File: config.mk
export PLATFORM = sky130hd
export DESIGN_NAME = rwd_handler
export DESIGN_NICKNAME = d
export VERILOG_FILES = /design/src/rwd_pkg.sv /design/src/rwd_handler.sv
export SDC_FILE = /design/constraint.sdc
export NUM_CORES = 1
export LEC_CHECK = 0
export ABC_AREA = 1
export BUFFER_PORTS_ARGS = -buffer_cell sky130_fd_sc_hd__buf_2
export CAP_MARGIN = 20
export CORE_MARGIN = 1
export CORE_UTILIZATION = 35
export CTS_CLUSTER_SIZE = 20
export DETAILED_ROUTE_END_ITERATION = 7
export GPL_TIMING_DRIVEN = 0
export SLEW_MARGIN = 20
export SYNTH_ARGS = -nofsm -noshare
export SYNTH_HDL_FRONTEND = slang
export SYNTH_SLANG_ARGS = --single-unit
File: constraint.sdc
create_clock -name clk_i -period 2.3 [get_ports clk_i]
set_input_delay 0.46 -clock clk_i [delete_from_list [all_inputs] [get_ports clk_i]]
set_output_delay 0.46 -clock clk_i [all_outputs]
set_load 0.02 [all_outputs]
File: src/rwd_pkg.sv
// constants and types for the register write and capability report handler
//
// Overview of operation
// - address byte with top bit clear then one data byte writes that register
// - several address and data pairs in one write command each reach their register
// - address byte with top bit set starts burst; up to 64 later data bytes go to that register
// - after a burst address no later frame is taken as an address
// - without write capability every data frame of a write command is dropped
// - name report returns a text of at most 15 ASCII characters
// - status report returns 1 to 15 bytes of device status
// - capability record holds at least its header and 1 to 15 bytes; here the header alone when no flag is set, six bytes at most
// - header bits 7 and 3 are driven to zero
// - bit 6 flags nationality code, sent after buffer length high byte
// - bit 5 set exactly when status report is implemented
// - bit 4 set exactly when name report is implemented
// - bit 2 flags register read; highest readable address follows header
// - bits 1 and 0 flag burst and single write; highest writable address follows
// - burst flagged adds 16-bit maximum burst count, low byte first
// - fields go header, read max, write max, length low, length high, nationality
// - advertised burst length is internal buffer size minus one
// - writable addresses run 0 to 127 with every lower address present
// - nationality byte is an 8-bit keyboard language code
package rwd_pkg;

    // ************************************************************
    // command codes on the link
    // ************************************************************
    localparam logic [7:0] REGISTER_WRITE_COMMAND = 8'h01;
    localparam logic [7:0] NAME_REPORT_COMMAND = 8'h02;
    localparam logic [7:0] STATUS_REPORT_COMMAND = 8'h03;
    localparam logic [7:0] EXTENDED_CAPABILITY_COMMAND = 8'h04;

    // ************************************************************
    // capability header bit positions
    // ************************************************************
    localparam int HDR_NATIONALITY_BIT = 6;
    localparam int HDR_STATUS_BIT = 5;
    localparam int HDR_NAME_BIT = 4;
    localparam int HDR_READ_BIT = 2;
    localparam int HDR_BURST_BIT = 1;
    localparam int HDR_SINGLE_BIT = 0;

    // ************************************************************
    // sizes and fixed content
    // ************************************************************
    localparam logic [6:0] MAX_WRITE_ADDR = 7'h7F;
    localparam logic [15:0] BURST_BUF_BYTES = 16'h0040;
    localparam logic [15:0] BURST_ADVERT = BURST_BUF_BYTES - 16'h0001;
    localparam logic [3:0] NAME_LEN = 4'hA;
    localparam logic [8*15-1:0] NAME_TEXT = {"CMD HANDLR", 40'h0000000000};
    localparam logic [3:0] STATUS_LEN = 4'h1;
    localparam logic [1:0] BUF_DEPTH = 2'h2;

    // ************************************************************
    // types
    // ************************************************************
    typedef enum logic [2:0] {
        ST_IDLE,
        ST_WR_ADDR,
        ST_WR_DATA,
        ST_WR_BURST,
        ST_RESP
    } rwd_state_e;

    typedef enum logic [1:0] {
        RK_NAME,
        RK_STATUS,
        RK_CAP
    } rwd_resp_e;

endpackage

File: src/rwd_handler.sv
// register write parser and name, status and capability responder
`timescale 1ns/1ns
`default_nettype none
module rwd_handler
    import rwd_pkg::*;
(
    input wire logic clk_i,
    input wire logic rst_i,
    // incoming frames from the link
    input wire logic frame_valid_i,
    input wire logic frame_cmd_i,
    input wire logic [7:0] frame_data_i,
    // one-cycle pulse at the end of a write command
    input wire logic cmd_done_i,
    output logic frame_ready_o,
    // capability straps
    input wire logic single_wr_en_i,
    input wire logic burst_wr_en_i,
    input wire logic read_en_i,
    input wire logic name_en_i,
    input wire logic status_en_i,
    input wire logic nationality_en_i,
    input wire logic [6:0] max_read_addr_i,
    input wire logic [7:0] nationality_code_i,
    input wire logic [7:0] status_byte_i,
    // register write port, via the two-entry buffer
    output logic wr_valid_o,
    output logic [6:0] wr_addr_o,
    output logic [7:0] wr_data_o,
    output logic wr_burst_o,
    input wire logic wr_ready_i,
    // response frames
    output logic resp_valid_o,
    output logic [7:0] resp_data_o,
    output logic resp_last_o,
    input wire logic resp_ready_i,
    // status
    output logic burst_overflow_o
);

    // ************************************************************
    // state
    // ************************************************************
    typedef struct packed {
        rwd_state_e state;
        // parser: pair address, burst target
        // and burst bytes taken so far
        logic [6:0] single_addr;
        logic [6:0] burst_addr;
        logic [15:0] burst_cnt;
        logic burst_overflow;
        // write buffer: entry 0 is the head
        // shown on the write port
        logic [1:0] buf_cnt;
        logic [6:0] buf0_addr;
        logic [7:0] buf0_data;
        logic buf0_burst;
        logic [6:0] buf1_addr;
        logic [7:0] buf1_data;
        logic buf1_burst;
        logic wr_valid;
        logic frame_ready;
        // response stream: kind, position, length
        // and the registered output byte
        rwd_resp_e resp_kind;
        logic [3:0] resp_idx;
        logic [3:0] resp_len;
        logic resp_valid;
        logic [7:0] resp_data;
        logic resp_last;
    } rwd_state_s;

    rwd_state_s state_reg;
    rwd_state_s state_next;

    // one slot per record field; six slots
    // cover every flag set at once
    logic [7:0] cap_rec [0:5];
    logic [3:0] cap_len;
    // frame accepted now, and the write it
    // hands to the buffer, if any
    logic fire;
    logic push;
    logic [6:0] push_addr;
    logic [7:0] push_data;
    logic push_burst;
    logic [7:0] resp_byte;

    // ************************************************************
    // capability record assembly
    // ************************************************************
    // fields are packed in fixed order, skipping those not flagged,
    // so the record length follows directly from the straps
    always_comb begin
        // clean record each cycle so unflagged
        // slots never carry stale bytes
        cap_len = 4'h1;
        for (int k = 0; k < 6; k++) begin
            cap_rec[k] = 8'h00;
        end
        cap_rec[0][7] = 1'b0; // reserved
        cap_rec[0][HDR_NATIONALITY_BIT] = nationality_en_i;
        cap_rec[0][HDR_STATUS_BIT] = status_en_i;
        cap_rec[0][HDR_NAME_BIT] = name_en_i;
        cap_rec[0][3] = 1'b0; // reserved
        cap_rec[0][HDR_READ_BIT] = read_en_i;
        cap_rec[0][HDR_BURST_BIT] = burst_wr_en_i;
        cap_rec[0][HDR_SINGLE_BIT] = single_wr_en_i;
        // header always present, at most six bytes in all
        if (read_en_i) begin
            cap_rec[cap_len[2:0]] = {1'b0, max_read_addr_i};
            cap_len = cap_len + 4'h1;
        end
        if (single_wr_en_i || burst_wr_en_i) begin
            cap_rec[cap_len[2:0]] = {1'b0, MAX_WRITE_ADDR};
            cap_len = cap_len + 4'h1;
        end
        if (burst_wr_en_i) begin
            cap_rec[cap_len[2:0]] = BURST_ADVERT[7:0]; // low first
            cap_len = cap_len + 4'h1;
            cap_rec[cap_len[2:0]] = BURST_ADVERT[15:8];
            cap_len = cap_len + 4'h1;
        end
        if (nationality_en_i) begin
            cap_rec[cap_len[2:0]] = nationality_code_i; // last field
            cap_len = cap_len + 4'h1;
        end
    end

    // ************************************************************
    // response byte selection
    // ************************************************************
    // straps and status are read live while the response runs;
    // they are expected to hold still during a report
    always_comb begin
        resp_byte = 8'h00;
        case (state_reg.resp_kind)
            RK_NAME: begin
                // first character in the top byte
                resp_byte = NAME_TEXT[8*(14 - 32'(state_reg.resp_idx)) +: 8];
            end
            RK_STATUS: begin
                // single byte, see the status length
                resp_byte = status_byte_i;
            end
            RK_CAP: begin
                // slots past the record read as zero
                if (state_reg.resp_idx < 4'h6) begin
                    resp_byte = cap_rec[state_reg.resp_idx[2:0]];
                end
            end
            default: begin
                resp_byte = 8'h00;
            end
        endcase
    end

    // ************************************************************
    // next state
    // ************************************************************
    always_comb begin
        // hold by default; each branch below
        // changes only the fields it owns
        state_next = state_reg;
        fire = frame_valid_i && state_reg.frame_ready;
        push = 1'b0;
        push_addr = 7'h00;
        push_data = 8'h00;
        push_burst = 1'b0;

        // a finished write command closes any pair or burst
        // a pair cut after its address writes nothing
        if (cmd_done_i && state_reg.state != ST_RESP) begin
            state_next.state = ST_IDLE;
        end

        // a command frame beats any parser state:
        // the host may abandon a write at any point
        if (fire && frame_cmd_i) begin
            // a new command always ends burst mode
            state_next.state = ST_IDLE;
            state_next.burst_overflow = 1'b0;
            case (frame_data_i)
                REGISTER_WRITE_COMMAND: begin
                    // no write capability: stay idle, data frames fall away
                    if (single_wr_en_i || burst_wr_en_i) begin
                        state_next.state = ST_WR_ADDR;
                    end
                end
                // name and status need their strap
                NAME_REPORT_COMMAND: begin
                    if (name_en_i) begin
                        state_next.state = ST_RESP;
                        state_next.resp_kind = RK_NAME;
                        state_next.resp_len = NAME_LEN;
                        state_next.resp_idx = 4'h0;
                    end
                end
                STATUS_REPORT_COMMAND: begin
                    if (status_en_i) begin
                        state_next.state = ST_RESP;
                        state_next.resp_kind = RK_STATUS;
                        state_next.resp_len = STATUS_LEN;
                        state_next.resp_idx = 4'h0;
                    end
                end
                EXTENDED_CAPABILITY_COMMAND: begin
                    state_next.state = ST_RESP;
                    state_next.resp_kind = RK_CAP;
                    state_next.resp_len = cap_len;
                    state_next.resp_idx = 4'h0;
                end
                default: begin
                    state_next.state = ST_IDLE;
                end
            endcase
        end else if (fire) begin
            case (state_reg.state)
                ST_WR_ADDR: begin
                    // top bit of the address byte picks the form
                    if (frame_data_i[7]) begin
                        // burst address: everything after it is data
                        state_next.burst_addr = frame_data_i[6:0];
                        state_next.burst_cnt = 16'h0000;
                        state_next.state = burst_wr_en_i ? ST_WR_BURST : ST_IDLE;
                    end else begin
                        // unsupported form drops the rest of the command
                        state_next.single_addr = frame_data_i[6:0];
                        state_next.state = single_wr_en_i ? ST_WR_DATA : ST_IDLE;
                    end
                end
                ST_WR_DATA: begin
                    push = 1'b1;
                    push_addr = state_reg.single_addr;
                    push_data = frame_data_i;
                    state_next.state = ST_WR_ADDR; // next pair may follow
                end
                ST_WR_BURST: begin
                    // only the burst target is ever written here
                    // once full the count stops; later bytes
                    // only raise the sticky flag
                    if (state_reg.burst_cnt < BURST_BUF_BYTES) begin
                        push = 1'b1; // arrival order kept
                        push_addr = state_reg.burst_addr;
                        push_data = frame_data_i;
                        push_burst = 1'b1;
                        state_next.burst_cnt = state_reg.burst_cnt + 16'h0001;
                    end else begin
                        state_next.burst_overflow = 1'b1;
                    end
                end
                default: begin
                    // idle data frames are discarded
                    state_next.state = state_reg.state;
                end
            endcase
        end

        // two-entry buffer: pop shifts, then push fills the free slot
        // the push slot follows the count after the pop,
        // so a one-entry buffer drained in the same cycle
        // keeps its order
        if (state_reg.buf_cnt != 2'h0 && wr_ready_i) begin
            state_next.buf0_addr = state_reg.buf1_addr;
            state_next.buf0_data = state_reg.buf1_data;
            state_next.buf0_burst = state_reg.buf1_burst;
            state_next.buf_cnt = state_reg.buf_cnt - 2'h1;
        end
        if (push) begin
            if (state_next.buf_cnt == 2'h0) begin
                state_next.buf0_addr = push_addr;
                state_next.buf0_data = push_data;
                state_next.buf0_burst = push_burst;
            end else begin
                state_next.buf1_addr = push_addr;
                state_next.buf1_data = push_data;
                state_next.buf1_burst = push_burst;
            end
            state_next.buf_cnt = state_next.buf_cnt + 2'h1;
        end
        // valid comes from the next count, so it
        // never lags the buffer content
        state_next.wr_valid = (state_next.buf_cnt != 2'h0);

        // response sequencer: next byte loads once the last is taken
        // the index counts loaded bytes; at the length
        // the stream closes and frames open again
        if (state_reg.state == ST_RESP) begin
            if (!state_reg.resp_valid || resp_ready_i) begin
                if (state_reg.resp_idx < state_reg.resp_len) begin
                    state_next.resp_valid = 1'b1;
                    state_next.resp_data = resp_byte;
                    state_next.resp_last = (state_reg.resp_idx == state_reg.resp_len - 4'h1);
                    state_next.resp_idx = state_reg.resp_idx + 4'h1;
                end else begin
                    state_next.resp_valid = 1'b0;
                    state_next.resp_last = 1'b0;
                    state_next.state = ST_IDLE;
                end
            end
        end

        // frames are refused while responding or while the buffer is full,
        // so a stalled register sink never loses a written byte
        // judged on the state of the next cycle,
        // since ready itself is registered
        state_next.frame_ready = (state_next.state != ST_RESP) &&
            (state_next.buf_cnt < BUF_DEPTH);
    end

    // ************************************************************
    // state register
    // ************************************************************
    always_ff @(posedge clk_i) begin
        if (rst_i) begin
            // enum fields set by name so the start
            // state does not hang on an encoding
            state_reg <= '0;
            state_reg.state <= ST_IDLE;
            state_reg.resp_kind <= RK_NAME;
        end else begin
            state_reg <= state_next;
        end
    end

    // ************************************************************
    // outputs, all straight from the state register
    // ************************************************************
    // no gate between flop and pin: only
    // clock-to-output reaches the far side
    assign frame_ready_o = state_reg.frame_ready;
    assign wr_valid_o = state_reg.wr_valid;
    assign wr_addr_o = state_reg.buf0_addr;
    assign wr_data_o = state_reg.buf0_data;
    assign wr_burst_o = state_reg.buf0_burst;
    assign resp_valid_o = state_reg.resp_valid;
    assign resp_data_o = state_reg.resp_data;
    assign resp_last_o = state_reg.resp_last;
    assign burst_overflow_o = state_reg.burst_overflow;

endmodule
`default_nettype wire

==> summary.md <==
| Metric | Value |
|---|---|
| Ranking of synthesized cells by area | `dfxtp_1 (33%), nand2_1 (12%), a21oi_1 (7.1%), nand3_1 (6.9%), inv_1 (6.5%)` |
| Max reg flops | `61` |
| Switching share of power | `26.1%` |
| TritonRoute pass-1 iters | `7` |
| Synth warn | `0` |
| Hold Path Class | `input pin to flip-flop` |
| Postcts setup bufs | `0` |
| Vias per cell | `4.90` |
| DR DRC count | `0` |
| Power density over the cells | `536 mW/mm2` |
| Fin. max-slew vios | `0` |
| GPL Wtd Cong | `0.876` |
| GRT overflow | `0` |
| Most common cell in the synthesized netlist | `nand2_1` |
| Final HPWL DP | `10.9 mm` |
| CP Class | `input pin to flip-flop` |
| Status | `finished clean` |
| Initial drt markers | `354` |
| Maximum VDD drop | `0.000366 V` |
| Leakage power | `2.93 nW` |
| Clock share of power | `44.8%` |
| Hold EP | `wr_data_o[6]` |
| DP Area | `0.00605 mm2` |
| CP max FO | `7` |
| Clk slew on worst S/H paths | `0.07 ns` |
| CTS Root Cell | `clkbuf_16` |
| CP Cell Sequence | `buf_2 > inv_4 > nand2_1 > ha_2 > nand4_1 > nand2_1 > nand3_1 > nand2_1 > nand2_1 > o21ai_1 > nand2_1 > nand2_1 > a21oi_1` |
| Number of global-route vias before repair | `4679` |
| Rows | `45` |
| Fmax | `0.461 GHz` |
| Floorplan Core Area | `0.0152 mm2` |
| Total CTS buffers | `9` |
| Top cells by count, synth | `nand2_1 (169), inv_1 (95), dfxtp_1 (90)` |
| Final min period | `2.17 ns` |
| First-pass GRT wire length | `23.4 mm` |
| Starting density of the core | `35.9%` |
| Synth cell types | `45` |
| Final setup fails | `0` |
| Hold Path Stages | `3` |
| Most used routing layer | `met2` |
| # hold bufs at CTS | `0` |
| CTS tree | `done` |
| PostCTS Resize Cnt | `2` |
| Sequential area share after synthesis | `33.0%` |
| Post-Route WL | `14.3 mm` |
| Total power draw | `3.42 mW` |
| Tightest Pin Transition | `0.705 ns` |
| DIE HEIGHT | `127 um` |
| Power share of the combinational group | `9.3%` |
| Most used cell, CP | `nand2_1` |
| NetSw | `894 uW` |
| Worst Setup Start Kind | `input pin` |
| Top-area cell type share of the netlist area | `33.0%` |
| Reg2reg setup slack | `0.22 ns` |
| GR Util met3 | `4.30%` |
| Post-synth top area cell | `dfxtp_1` |
| Slowest cell delay on critical path | `0.44 ns` |
| Met1 Usage GRT | `24.2%` |
| Internal | `2.53 mW` |
| Worst EP arrival | `2.37 ns` |
| Syn Area/Cell | `6.67 um2` |
| Die Wd | `127 um` |
| Slew headroom | `52.7%` |
| Deepest clock path buffer count | `2` |
| GR Util All Layers | `18.3%` |
| Die ar. | `0.0161 mm2` |
| Post-DR wirelength/cell | `13.1 um` |
| R2r endpoint | `state_reg[26]` |
| Sequential power share | `45.9%` |
| Hold Crit Start | `frame_data_i[6]` |
| Global-route met2 utilization | `29.3%` |
| Layout area overhead | `17.0%` |
| Initial antenna violation count | `0` |
| Largest net degree at the start of global routing | `18` |
| Final hold violations | `0` |
| Clk_lat worst skew | `0.35 ns` |
| Sink Count | `90` |
| Post-Syn Instances | `819` |
| Top_reg_cell synth | `dfxtp_1` |
| Worst Clk Skew | `0.0101 ns` |
| # IOs | `73` |
| Htree depth | `3` |
| Critical-path top delay cell | `ha_2` |
| Synth Cell Area | `0.00546 mm2` |
| Post-synthesis register bit count | `90` |
| Fin nets | `957` |
| CP Data Required Time | `2.50 ns` |
| Final period util | `94.3%` |
| Final Util | `42.0%` |
| Via Count | `5366` |
| Final instance area | `0.00639 mm2` |
| Crit. End Element | `flip-flop` |
| Max cap viols | `0` |
| Async set or reset register ratio after synthesis | `0%` |
| Worst R2R Path Depth | `10` |
| Layout cells sized above 1 | `19.7%` |
| R2r startpoint | `state_reg[54]` |
| Antenna Violating Nets Remaining | `0` |
| Syn nets | `876` |
| PortBufs | `70` |
| EDFF count, synth | `0` |
## routing by layer
layer	routed length [um]	share of wire, %	up-vias
met5	0	0	-
met4	257	1.8	0
met3	868	6.1	19
met2	6350	44	170
met1	6850	48	2366
li1	-	-	2811
## placed cells by master, fill, tap and decap left out, types with 5 or more instances in the layout
master / instances
a21oi_1: 77
buf_2: 79
buf_4: 24
clkbuf_1: 15
clkbuf_16: 9
dfxtp_1: 90
ha_1: 12
inv_1: 95
inv_2: 8
nand2_1: 169
nand2_2: 5
nand2_4: 5
nand3_1: 75
nand3_2: 5
nand4_1: 10
nor2_1: 62
nor2_2: 8
nor3_1: 10
o21ai_0: 70
o21ai_1: 9
xor2_1: 9
## stage by stage
step | setup WS, ns | cells | hold slack, ns | setup TNS (ns)
final | 0.130 | 1094 | 0.391 | 0
after detailed placement | -0.388 | 1077 | 0.428 | -2.90
after global placement | -0.403 | 1077 | 0.425 | -3.01
after global routing | -0.00365 | 1093 | 0.390 | -0.00365
after CTS | 0.0252 | 1093 | 0.378 | 0
after floorplan | 0.280 | 819 | 0.414 | 0
## logic make-up after synthesis
family | after synthesis | share of synthesized area, %
AND/OR/NAND/NOR | 361 | 30.3
AO/OA/AOI/OAI | 177 | 17.4
buffers and inverters | 164 | 13.8
flip-flops | 90 | 33.0
XOR/XNOR | 14 | 2.52
adder cells (fa/ha/maj) | 13 | 2.98
## power by group through the flow
stage | Clock (mW) | Sequential, mW | Combinational (mW)
final | 1.53 | 1.57 | 0.319
after detailed placement | 0 | 1.61 | 0.306
after global placement | 0 | 1.61 | 0.308
after floorplan | 0 | 1.61 | 0.177
after CTS | 1.56 | 1.57 | 0.309
after global routing | 1.62 | 1.57 | 0.354
## critical path, delay by kind of cell
| family | cells | cell delay, ns |
|---|---|---|
| buffers and inverters | 2 | 0.29 |
| adder cells (fa/ha/maj) | 1 | 0.44 |
| AND/OR/NAND/NOR | 8 | 0.95 |
| AO/OA/AOI/OAI | 2 | 0.23 |
## area by class of cell
class / instances / area, um2
clock buffer: 9 / 225
buffer: 53 / 338
sequential: 90 / 1800
inverter: 111 / 430
clock inverter: 7 / 81.3
multi-input combinational: 565 / 2930
tap: 188 / 235
antenna: 1 / 2.50
fill: 1603 / 8810
timing repair buffer: 70 / 350
## how the worst max path moves through the flow
stage	cells past startpoint	slack [ns]	end	start
2_1_floorplan	14	0.28	resp_data_o[3]	burst_wr_en_i
3_3_place_gp	13	-0.40	resp_data_o[4]	burst_wr_en_i
3_5_place_dp	13	-0.39	resp_data_o[4]	burst_wr_en_i
4_1_cts	14	0.03	resp_data_o[0]	burst_wr_en_i
5_1_grt	10	-0.004	state_reg[29]	state_reg[54]
6_report	13	0.13	resp_data_o[4]	burst_wr_en_i
(Power assumes the default switching activity.)
